`config.mk`:
```
export PLATFORM = sky130hd
export DESIGN_NAME = pad_decoder
export DESIGN_NICKNAME = d
export VERILOG_FILES = /design/src/hdl/pad_pkg.sv /design/src/hdl/pad_decoder.sv
export VERILOG_INCLUDE_DIRS = /design/src /design/src/hdl
export SDC_FILE = /design/constraint.sdc
export NUM_CORES = 1
export LEC_CHECK = 0
export BUFFER_PORTS_ARGS = -buffer_cell sky130_fd_sc_hd__clkbuf_2
export CAP_MARGIN = 20
export CORE_UTILIZATION = 41
export DETAILED_ROUTE_END_ITERATION = 8
export GPL_TIMING_DRIVEN = 0
export PLACE_DENSITY_LB_ADDON = 0.3
export SYNTH_ARGS = -nofsm -noshare
export SYNTH_HDL_FRONTEND = slang
export SYNTH_SLANG_ARGS = --single-unit
```
`constraint.sdc`:
```
create_clock -name CORE_CLK_I -period 1.3 [get_ports CORE_CLK_I]
set_clock_uncertainty 0.05 [all_clocks]
set_input_delay 0.065 -clock CORE_CLK_I [delete_from_list [all_inputs] [get_ports CORE_CLK_I]]
set_output_delay 0.065 -clock CORE_CLK_I [all_outputs]
set_load 0.005 [all_outputs]
```
`src/hdl/pad_regs.svh`:
```
`ifndef PAD_REGS_SVH
`define PAD_REGS_SVH
`define PAD_REGION_MSB     31
`define PAD_REGION_LSB     30
`define PAD_SUB_MSB        29
`define PAD_SUB_LSB        27
`define PAD_ALIAS_BIT      26
`define PAD_EXT_ADDR_W     26
`define PAD_SOCK_BIT       28
`define PAD_SPACE_MSB      27
`define PAD_SPACE_LSB      26
`define PAD_REGBLK_MSB     29
`define PAD_REGBLK_LSB     28
`define PAD_REG_ROW        2'h0
`define PAD_REG_VAR        2'h1
`define PAD_REG_REGS       2'h2
`define PAD_REG_DRAM       2'h3
`define PAD_NUM_STATIC     6
`define PAD_NUM_DRAM       4
`define PAD_NUM_REGBLK     4
`endif

```
`src/hdl/pad_pkg.sv`:
```
package pad_pkg;
  typedef enum logic [2:0] {
    PAD_TGT_NONE   = 3'h0,
    PAD_TGT_STATIC = 3'h1,
    PAD_TGT_SOCKET = 3'h2,
    PAD_TGT_REGS   = 3'h3,
    PAD_TGT_DRAM   = 3'h4,
    PAD_TGT_ZERO   = 3'h5,
    PAD_TGT_ABORT  = 3'h6
  } pad_target_t;
endpackage

```
`src/hdl/pad_decoder.sv`:
```
`include "pad_regs.svh"
// ***********************************************************
// Physical address decoder
// ***********************************************************
module pad_decoder #(
  parameter int ADDR_W = 32
) (
  input  wire logic                    CORE_CLK_I,
  input  wire logic                    RESET_I,
  input  wire logic                    REQ_VALID_I,
  input  wire logic                    REQ_WRITE_I,
  input  wire logic [ADDR_W-1:0]       REQ_ADDR_I,
  input  wire logic                    SYNC_BOOT_ROM_SELECT_I,
  input  wire logic                    BOOT_ROM_WIDE_I,
  output logic                         DONE_O,
  output pad_pkg::pad_target_t         TARGET_O,
  output logic [`PAD_NUM_STATIC-1:0]   STATIC_BANK_SELECTS_O,
  output logic                         STATIC_VAR_LATENCY_O,
  output logic [`PAD_NUM_DRAM-1:0]     DRAM_BANK_STROBES_O,
  output logic [`PAD_NUM_REGBLK-1:0]   REG_BLOCK_SELECTS_O,
  output logic                         SOCKET_SELECT_O,
  output logic [1:0]                   SOCKET_SPACE_O,
  output logic [`PAD_EXT_ADDR_W-1:0]   EXT_ADDR_O,
  output logic                         BOOT_ROM_SYNC_O,
  output logic                         BOOT_ROM_WIDE_O,
  output logic                         STRAP_ERROR_O,
  output logic                         ZERO_DATA_O,
  output logic                         WRITE_DROPPED_O,
  output logic                         DATA_ABORT_O
);

  // The region and window split is tied to a 32-bit physical space.
  if (ADDR_W != 32) begin : g_addr_w_check
    $error("pad_decoder serves only a 32-bit address");
  end

  // ***********************************************************
  // Strap capture
  // ***********************************************************
  // Straps are caught on the first edge after reset release, so reset itself loads only constants.
  logic strap_taken_r, strap_taken_nxt;
  logic rom_sync_r, rom_sync_nxt;
  logic rom_wide_r, rom_wide_nxt;
  logic strap_err_r, strap_err_nxt;

  always_comb begin
    strap_taken_nxt = 1'b1;
    rom_sync_nxt    = rom_sync_r;
    rom_wide_nxt    = rom_wide_r;
    strap_err_nxt   = strap_err_r;
    if (!strap_taken_r) begin
      rom_sync_nxt  = SYNC_BOOT_ROM_SELECT_I;
      // A synchronous boot ROM is always served as 32 bits wide.
      rom_wide_nxt  = SYNC_BOOT_ROM_SELECT_I | BOOT_ROM_WIDE_I;
      strap_err_nxt = SYNC_BOOT_ROM_SELECT_I & ~BOOT_ROM_WIDE_I;
    end
  end

  always_ff @(posedge CORE_CLK_I or posedge RESET_I) begin
    if (RESET_I) begin
      strap_taken_r <= 1'b0;
      rom_sync_r    <= 1'b0;
      rom_wide_r    <= 1'b0;
      strap_err_r   <= 1'b0;
    end else begin
      strap_taken_r <= strap_taken_nxt;
      rom_sync_r    <= rom_sync_nxt;
      rom_wide_r    <= rom_wide_nxt;
      strap_err_r   <= strap_err_nxt;
    end
  end

  // ***********************************************************
  // Address decode
  // ***********************************************************
  function automatic logic [3:0] pad_onehot4(input logic [1:0] idx);
    pad_onehot4 = 4'h1 << idx;
  endfunction

  pad_pkg::pad_target_t              tgt_c;
  logic [`PAD_NUM_STATIC-1:0]        cs_c;
  logic [`PAD_NUM_DRAM-1:0]          dram_c;
  logic [`PAD_NUM_REGBLK-1:0]        regblk_c;
  logic                              sock_c;
  logic [1:0]                        space_c;
  logic [`PAD_EXT_ADDR_W-1:0]        ext_c;
  logic [2:0]                        sub;

  always_comb begin
    sub      = REQ_ADDR_I[`PAD_SUB_MSB:`PAD_SUB_LSB];
    tgt_c    = pad_pkg::PAD_TGT_NONE;
    cs_c     = '0;
    dram_c   = '0;
    regblk_c = '0;
    sock_c   = 1'b0;
    space_c  = 2'h0;
    ext_c    = '0;
    if (REQ_ADDR_I[`PAD_REGION_MSB:`PAD_REGION_LSB] == `PAD_REG_ROW) begin
      if (!sub[2]) begin
        tgt_c = pad_pkg::PAD_TGT_STATIC;
        cs_c  = {2'h0, pad_onehot4(sub[1:0])};
        // Bit 26 never reaches a pin, so the upper half aliases the lower.
        ext_c = REQ_ADDR_I[`PAD_EXT_ADDR_W-1:0];
      end else begin
        tgt_c   = pad_pkg::PAD_TGT_SOCKET;
        sock_c  = REQ_ADDR_I[`PAD_SOCK_BIT];
        space_c = REQ_ADDR_I[`PAD_SPACE_MSB:`PAD_SPACE_LSB];
        ext_c   = REQ_ADDR_I[`PAD_EXT_ADDR_W-1:0];
      end
    end else if (REQ_ADDR_I[`PAD_REGION_MSB:`PAD_REGION_LSB] == `PAD_REG_VAR) begin
      if (sub[2:1] == 2'h0) begin
        tgt_c = pad_pkg::PAD_TGT_STATIC;
        cs_c  = sub[0] ? 6'h20 : 6'h10;
        ext_c = REQ_ADDR_I[`PAD_EXT_ADDR_W-1:0];
      end else begin
        tgt_c = pad_pkg::PAD_TGT_ABORT;
      end
    end else if (REQ_ADDR_I[`PAD_REGION_MSB:`PAD_REGION_LSB] == `PAD_REG_REGS) begin
      tgt_c    = pad_pkg::PAD_TGT_REGS;
      regblk_c = pad_onehot4(REQ_ADDR_I[`PAD_REGBLK_MSB:`PAD_REGBLK_LSB]);
    end else begin
      if (!sub[2]) begin
        tgt_c  = pad_pkg::PAD_TGT_DRAM;
        dram_c = pad_onehot4(sub[1:0]);
      end else if (sub == 3'h4) begin
        tgt_c = pad_pkg::PAD_TGT_ZERO;
      end else begin
        tgt_c = pad_pkg::PAD_TGT_ABORT;
      end
    end
  end

  // ***********************************************************
  // Registered answer
  // ***********************************************************
  // One cycle of latency keeps every data output on a flip-flop.
  logic                              done_r, done_nxt;
  pad_pkg::pad_target_t              tgt_r, tgt_nxt;
  logic [`PAD_NUM_STATIC-1:0]        cs_r, cs_nxt;
  logic [`PAD_NUM_DRAM-1:0]          dram_r, dram_nxt;
  logic [`PAD_NUM_REGBLK-1:0]        regblk_r, regblk_nxt;
  logic                              sock_r, sock_nxt;
  logic [1:0]                        space_r, space_nxt;
  logic [`PAD_EXT_ADDR_W-1:0]        ext_r, ext_nxt;
  logic                              varlat_r, varlat_nxt;
  logic                              zero_r, zero_nxt;
  logic                              drop_r, drop_nxt;
  logic                              abort_r, abort_nxt;

  always_comb begin
    done_nxt   = REQ_VALID_I;
    tgt_nxt    = pad_pkg::PAD_TGT_NONE;
    cs_nxt     = '0;
    dram_nxt   = '0;
    regblk_nxt = '0;
    sock_nxt   = 1'b0;
    space_nxt  = 2'h0;
    ext_nxt    = ext_r;
    varlat_nxt = 1'b0;
    zero_nxt   = 1'b0;
    drop_nxt   = 1'b0;
    abort_nxt  = 1'b0;
    if (REQ_VALID_I) begin
      tgt_nxt    = tgt_c;
      cs_nxt     = cs_c;
      dram_nxt   = dram_c;
      regblk_nxt = regblk_c;
      sock_nxt   = sock_c;
      space_nxt  = space_c;
      ext_nxt    = ext_c;
      varlat_nxt = |cs_c[5:3];
      zero_nxt   = (tgt_c == pad_pkg::PAD_TGT_ZERO) && !REQ_WRITE_I;
      drop_nxt   = (tgt_c == pad_pkg::PAD_TGT_ZERO) && REQ_WRITE_I;
      abort_nxt  = (tgt_c == pad_pkg::PAD_TGT_ABORT);
    end
  end

  always_ff @(posedge CORE_CLK_I or posedge RESET_I) begin
    if (RESET_I) begin
      done_r   <= 1'b0;
      tgt_r    <= pad_pkg::PAD_TGT_NONE;
      cs_r     <= '0;
      dram_r   <= '0;
      regblk_r <= '0;
      sock_r   <= 1'b0;
      space_r  <= 2'h0;
      ext_r    <= '0;
      varlat_r <= 1'b0;
      zero_r   <= 1'b0;
      drop_r   <= 1'b0;
      abort_r  <= 1'b0;
    end else begin
      done_r   <= done_nxt;
      tgt_r    <= tgt_nxt;
      cs_r     <= cs_nxt;
      dram_r   <= dram_nxt;
      regblk_r <= regblk_nxt;
      sock_r   <= sock_nxt;
      space_r  <= space_nxt;
      ext_r    <= ext_nxt;
      varlat_r <= varlat_nxt;
      zero_r   <= zero_nxt;
      drop_r   <= drop_nxt;
      abort_r  <= abort_nxt;
    end
  end

  assign DONE_O                = done_r;
  assign TARGET_O              = tgt_r;
  assign STATIC_BANK_SELECTS_O = cs_r;
  assign STATIC_VAR_LATENCY_O  = varlat_r;
  assign DRAM_BANK_STROBES_O   = dram_r;
  assign REG_BLOCK_SELECTS_O   = regblk_r;
  assign SOCKET_SELECT_O       = sock_r;
  assign SOCKET_SPACE_O        = space_r;
  assign EXT_ADDR_O            = ext_r;
  assign BOOT_ROM_SYNC_O       = rom_sync_r;
  assign BOOT_ROM_WIDE_O       = rom_wide_r;
  assign STRAP_ERROR_O         = strap_err_r;
  assign ZERO_DATA_O           = zero_r;
  assign WRITE_DROPPED_O       = drop_r;
  assign DATA_ABORT_O          = abort_r;

endmodule

```
Word-level counts from Yosys, hierarchy flattened
Index checks and enable logic that the tools add are counted.
{"block": "classes", "eq_ne": 5, "shift": 2, "muxes": 36, "n_bitwise": 3, "n_reduce_logical": 6}
{"op": "$mux 26", "count": 3}
{"op": "$mux 4", "count": 10}
{"op": "$mux 6", "count": 5}
{"op": "$mux 3", "count": 5}
{"op": "$mux 2", "count": 6}
{"op": "$eq 3x3->1 const B", "count": 3}
{"op": "$shl 1x2->4 const A", "count": 2}
{"op": "$mux 1", "count": 7}
{"op": "$logic_not 2->1", "count": 2}
{"op": "$reduce_or 3->1", "count": 1}
{"op": "$eq 2x1->1 const B", "count": 1}
{"op": "$eq 2x2->1 const B", "count": 1}
{"op": "$logic_and 1x1->1", "count": 2}
{"op": "$and 1x1->1", "count": 1}
{"op": "$logic_not 1->1", "count": 1}
{"op": "$not 1->1", "count": 1}
{"op": "$or 1x1->1", "count": 1}
{"block": "word_totals", "register_bits": 55, "wordCells": 68}

Longest topological paths before layout
{"block": "logic_depth", "ltp_word": 9, "depth_mapped": 5, "depth_no_buf": 3}

Least setup slack after synthesis
No wires, ideal clock.
{"block": "synth_path", "kind": "input to register", "start": "input REQ_ADDR_I[28]", "end": "register ext_r[10], in the netlist EXT_ADDR_O[10]", "setup_ns": 0.066, "arrival_time_ns": 0.805, "t_required_ns": 1.184, "slack_ns": 0.379, "stages": 5, "path_buffers": 2, "path_cell_list": "buf_6 o21a_4 nor2_8 buf_6 a22o_1"}
{"block": "synth_between", "elab_chain_len": 4}
{"element": "start: declaration", "line_no": "pad_decoder.sv:12", "source": "input wire logic [ADDR_W-1:0] REQ_ADDR_I,"}
{"element": "$logic_not 2->1", "line_no": "pad_decoder.sv:111", "source": "if (sub[2:1] == 2'h0) begin"}
{"element": "$mux 26", "line_no": "pad_decoder.sv:111"}
{"element": "$mux 26", "line_no": "pad_decoder.sv:110", "source": "end else if (REQ_ADDR_I[`PAD_REGION_MSB:`PAD_REGION_LSB] == `PAD_REG_VAR) begin"}
{"element": "$mux 26", "line_no": "pad_decoder.sv:98", "source": "if (REQ_ADDR_I[`PAD_REGION_MSB:`PAD_REGION_LSB] == `PAD_REG_ROW) begin"}
{"element": "end signal: assignment", "line_no": "pad_decoder.sv:200", "source": "ext_r <= ext_nxt;"}
{"element": "end: declaration", "line_no": "pad_decoder.sv:144", "source": "logic [`PAD_EXT_ADDR_W-1:0] ext_r, ext_nxt;"}
Every way passes these cells.
A chain may end at the register's enable or synchronous reset.

Worst setup path in the final report
{"block": "layout_path", "start": "input REQ_ADDR_I[28]", "end": "register ext_r[7], in the netlist EXT_ADDR_O[7]"}
Same word-level chain as after synthesis.

==> key figures <==
Placement
  • RePlAce Congestion: 0.759
  • Post-DP HPWL: 3.07 mm
  • Port bufs: 88

Clock network
  • Clock Tree Buf Depth: 2
  • Reg clk slew, reported paths: 0.08 ns
  • Sink Count: 55
  • Clk_lat worst skew: 0.30 ns
  • Htree depth: 2
  • Clk root buf: clkbuf_8
  • Post-cts resize count: 0
  • Total CTS buffers: 5
  • CTS tree: yes

Synth
  • Yosys warns: 0
  • Main synth FF type: dfrtp_1
  • Yosys reg bits: 55
  • Top-count cell post-synth: dfrtp_1
  • Post-synth top cells: dfrtp_1, a22o_1, nor2_1
  • Post-synth cell types: 28
  • Yosys top cell by area: dfrtp_1
  • Area contributors post-synth: dfrtp_1, a22o_1, nor2_1
  • Net Count, Synth: 190
  • Avg Synthesized Cell Area: 13.3 um2
  • Async SR Flop Fraction: 100%
  • Synth Instances: 152
  • Top cell type's share of synthesized area: 68.3%
  • Synthesized area: 2020 um2
  • Post-synth EDFFs: 0
  • Sequential fraction of the synthesis area: 68.3%

STA
  • Final Hold Vio Count: 0
  • Period utilization: 91.1%
  • Setup violations, final: 0
  • Max frequency: 844 MHz
  • WHS: 0.0198 ns
  • Setup TNS: 0 ns
  • Tmin final: 1.18 ns
  • Unrepaired setup endpoints after global routing: false
  • Slew Viols, Final: 0

Power and ir drop
  • P_int: 2.52 mW
  • Net switching power figure: 771 uW
  • Leak: 1.61 nW
  • Sw Share: 23.4%
  • P per Cell Area: 1090 nW/um2
  • Comb power frac: 13.9%
  • Total chip power: 3.29 mW
  • Clock Power Share: 30.5%
  • Flop pwr share: 55.6%
  • Maximum VDD drop: 0.000548 V

Worst setup path
  • Critical path data required time: 1.49 ns
  • CP Max Fanout: 10
  • Top delay family on crit path: buffers and inverters
  • Critical Path Most Common Cell: buf_6
  • Critical path depth: 6
  • Delay of the slowest cell on the worst path: 0.55 ns
  • CP Capture Point: EXT_ADDR_O[7]$_DFFE_PP0P_
  • R2R setup slack: 0.45 ns
  • Crit end category: flip-flop
  • RR Startpoint: strap_taken_r$_DFF_PP0_
  • Origin of the worst setup path: REQ_ADDR_I[28]
  • Worst path buffer plus inverter count: 3
  • Crit path launch type: input pin
  • CP Cell Sequence: dlygate4sd3_1, buf_6, o21a_4, nor2_8, buf_6, a22o_1
  • Class of the most critical setup path: in2reg
  • Worst Path Arrival: 1.37 ns
  • Highest-delay cell along the critical path: dlygate4sd3_1
  • Worst r2r dst: STRAP_ERROR_O$_DFFE_PP0N_
  • Reg2reg path depth: 2

GRT
  • All-Layer GR Usage: 19.3%
  • Global route overflow: 0
  • First-pass GRT wire length: 7.61 mm
  • Largest net degree at the start of global routing: 42
  • Vias in the first global route: 1668
  • Initial antenna violation count: 0

Drt
  • Vias per cell: 4.69
  • DRC Markers: 0
  • Routed wire per std cell: 13.6 um
  • Total Wirelength: 4.77 mm
  • Routed Antenna Nets: 0
  • 1st-pass router iterations: 4
  • Initial DRC Count: 93
  • Vias: 1642

Cells and area
  • Area growth, synth to finish: 49.1%
  • N_diodes: 0
  • Nets: 320
  • Final Util: 63.6%
  • Layout cells sized above 1: 39.6%
  • Fillers: 377

Floorplanning
  • Die width: 72.1 um
  • Die footprint: 5200 um2
  • Core area: 4720 um2
  • Die H: 72.1 um
  • FP Rows: 25
  • Io pins: 92
  • Initial Utilization: 42.7%

Min path
  • Hold depth: 2
  • Worst hold path type: in2reg

Outcome
  • Status: complete, no violations

Flow run
  • Max-cap violations: 0
## kinds of logic (layout without fill, tap and decap cells)
group           after synthesis  in the layout  synth area share (%)
other cells                   1              1                 0.186
compound gates               38             38                  15.5
flops                        55             55                  68.3
simple gates                 43             43                  11.7
buf+inv                      15            146                  4.28
## cell usage in the layout (no fill, tap or decap), types with 2 or more instances in the layout
master	netlist	routed
nor3_1	5	5
nor3b_1	2	2
clkbuf_8	0	7
a22o_1	26	26
nor2_1	11	11
and3_1	3	3
clkbuf_2	0	88
nand3_1	2	2
buf_6	3	3
nand2_1	9	9
nor2b_1	3	3
a211oi_1	2	2
dfrtp_1	55	55
buf_2	6	6
nand2b_1	3	3
dlygate4sd3_1	0	33
clkinvlp_4	0	2
o21ai_0	5	5
inv_1	4	3
## registers in the layout, indices dropped and copies added, names as in the netlist
name,count
EXT_ADDR_O,26
STATIC_BANK_SELECTS_O,6
DRAM_BANK_STROBES_O,4
REG_BLOCK_SELECTS_O,4
TARGET_O,3
SOCKET_SPACE_O,2
BOOT_ROM_SYNC_O,1
BOOT_ROM_WIDE_O,1
DATA_ABORT_O,1
DONE_O,1
SOCKET_SELECT_O,1
STATIC_VAR_LATENCY_O,1
STRAP_ERROR_O,1
WRITE_DROPPED_O,1
ZERO_DATA_O,1
strap_taken_r,1
## repair_timing
item / in CTS / in global routing
buffers inserted: 0 / 1
hold endpoints to repair: 92 / 0
setup endpoints to repair: 0 / 17
hold buffers: 33 / 0
## metrics by stage
step,cells,instance area (um2),setup slack [ns]
finish,350,3010,0.116
global route,350,3010,0.0782
CTS,349,3000,0.0306
detailed placement,308,2560,0.0670
global placement,307,2540,0.0820
floorplan,152,2020,0.379
## power by group through the flow
stage          sequential, mW  combinational (mW)  clock, mW
3_5_place_dp             1.86               0.377          0
6_report                 1.83               0.457       1.00
5_1_grt                  1.84               0.504       1.10
4_1_cts                  1.83               0.456       1.05
3_3_place_gp             1.86               0.364          0
2_1_floorplan            1.87               0.181          0
## layout make-up
class                      instances  area, um2  share of cell area, %
multi-input combinational         82        553                   18.4
buffer                            10       67.6                   2.25
timing repair buffer             123        798                   26.6
clock inverter                     1       7.51                  0.250
sequential                        55       1380                   45.8
clock buffer                       7       96.3                   3.21
tap                               67       83.8                   2.79
inverter                           5       22.5                  0.749
## worst min-delay path by stage
stage	slack, ns	from	to
after floorplan	0.05	REQ_VALID_I	DONE_O$_DFF_PP0_
after global routing	0.03	REQ_ADDR_I[27]	STATIC_BANK_SELECTS_O[4]$_DFF_PP0_
after CTS	0.006	REQ_ADDR_I[27]	STATIC_BANK_SELECTS_O[0]$_DFF_PP0_
after detailed placement	-0.001	RESET_I	strap_taken_r$_DFF_PP0_
after global placement	0.13	REQ_VALID_I	DONE_O$_DFF_PP0_
final	0.02	REQ_ADDR_I[27]	STATIC_BANK_SELECTS_O[4]$_DFF_PP0_
## worst register-to-register path: cells and delay by family (launching register included)
kind / cells / cell delay, ns
flops: 1 / 0.42
simple gates: 1 / 0.17
compound gates: 1 / 0.14
## layer usage
layer	vias up	track usage [%]	share of wire, %
met2	59	31.7	50
met4	0	9.15	2.5
met1	784	23.2	41
met5	-	0	0
met3	13	6.11	6.6
li1	786	-	-
Power figures use the tool's default switching activity.
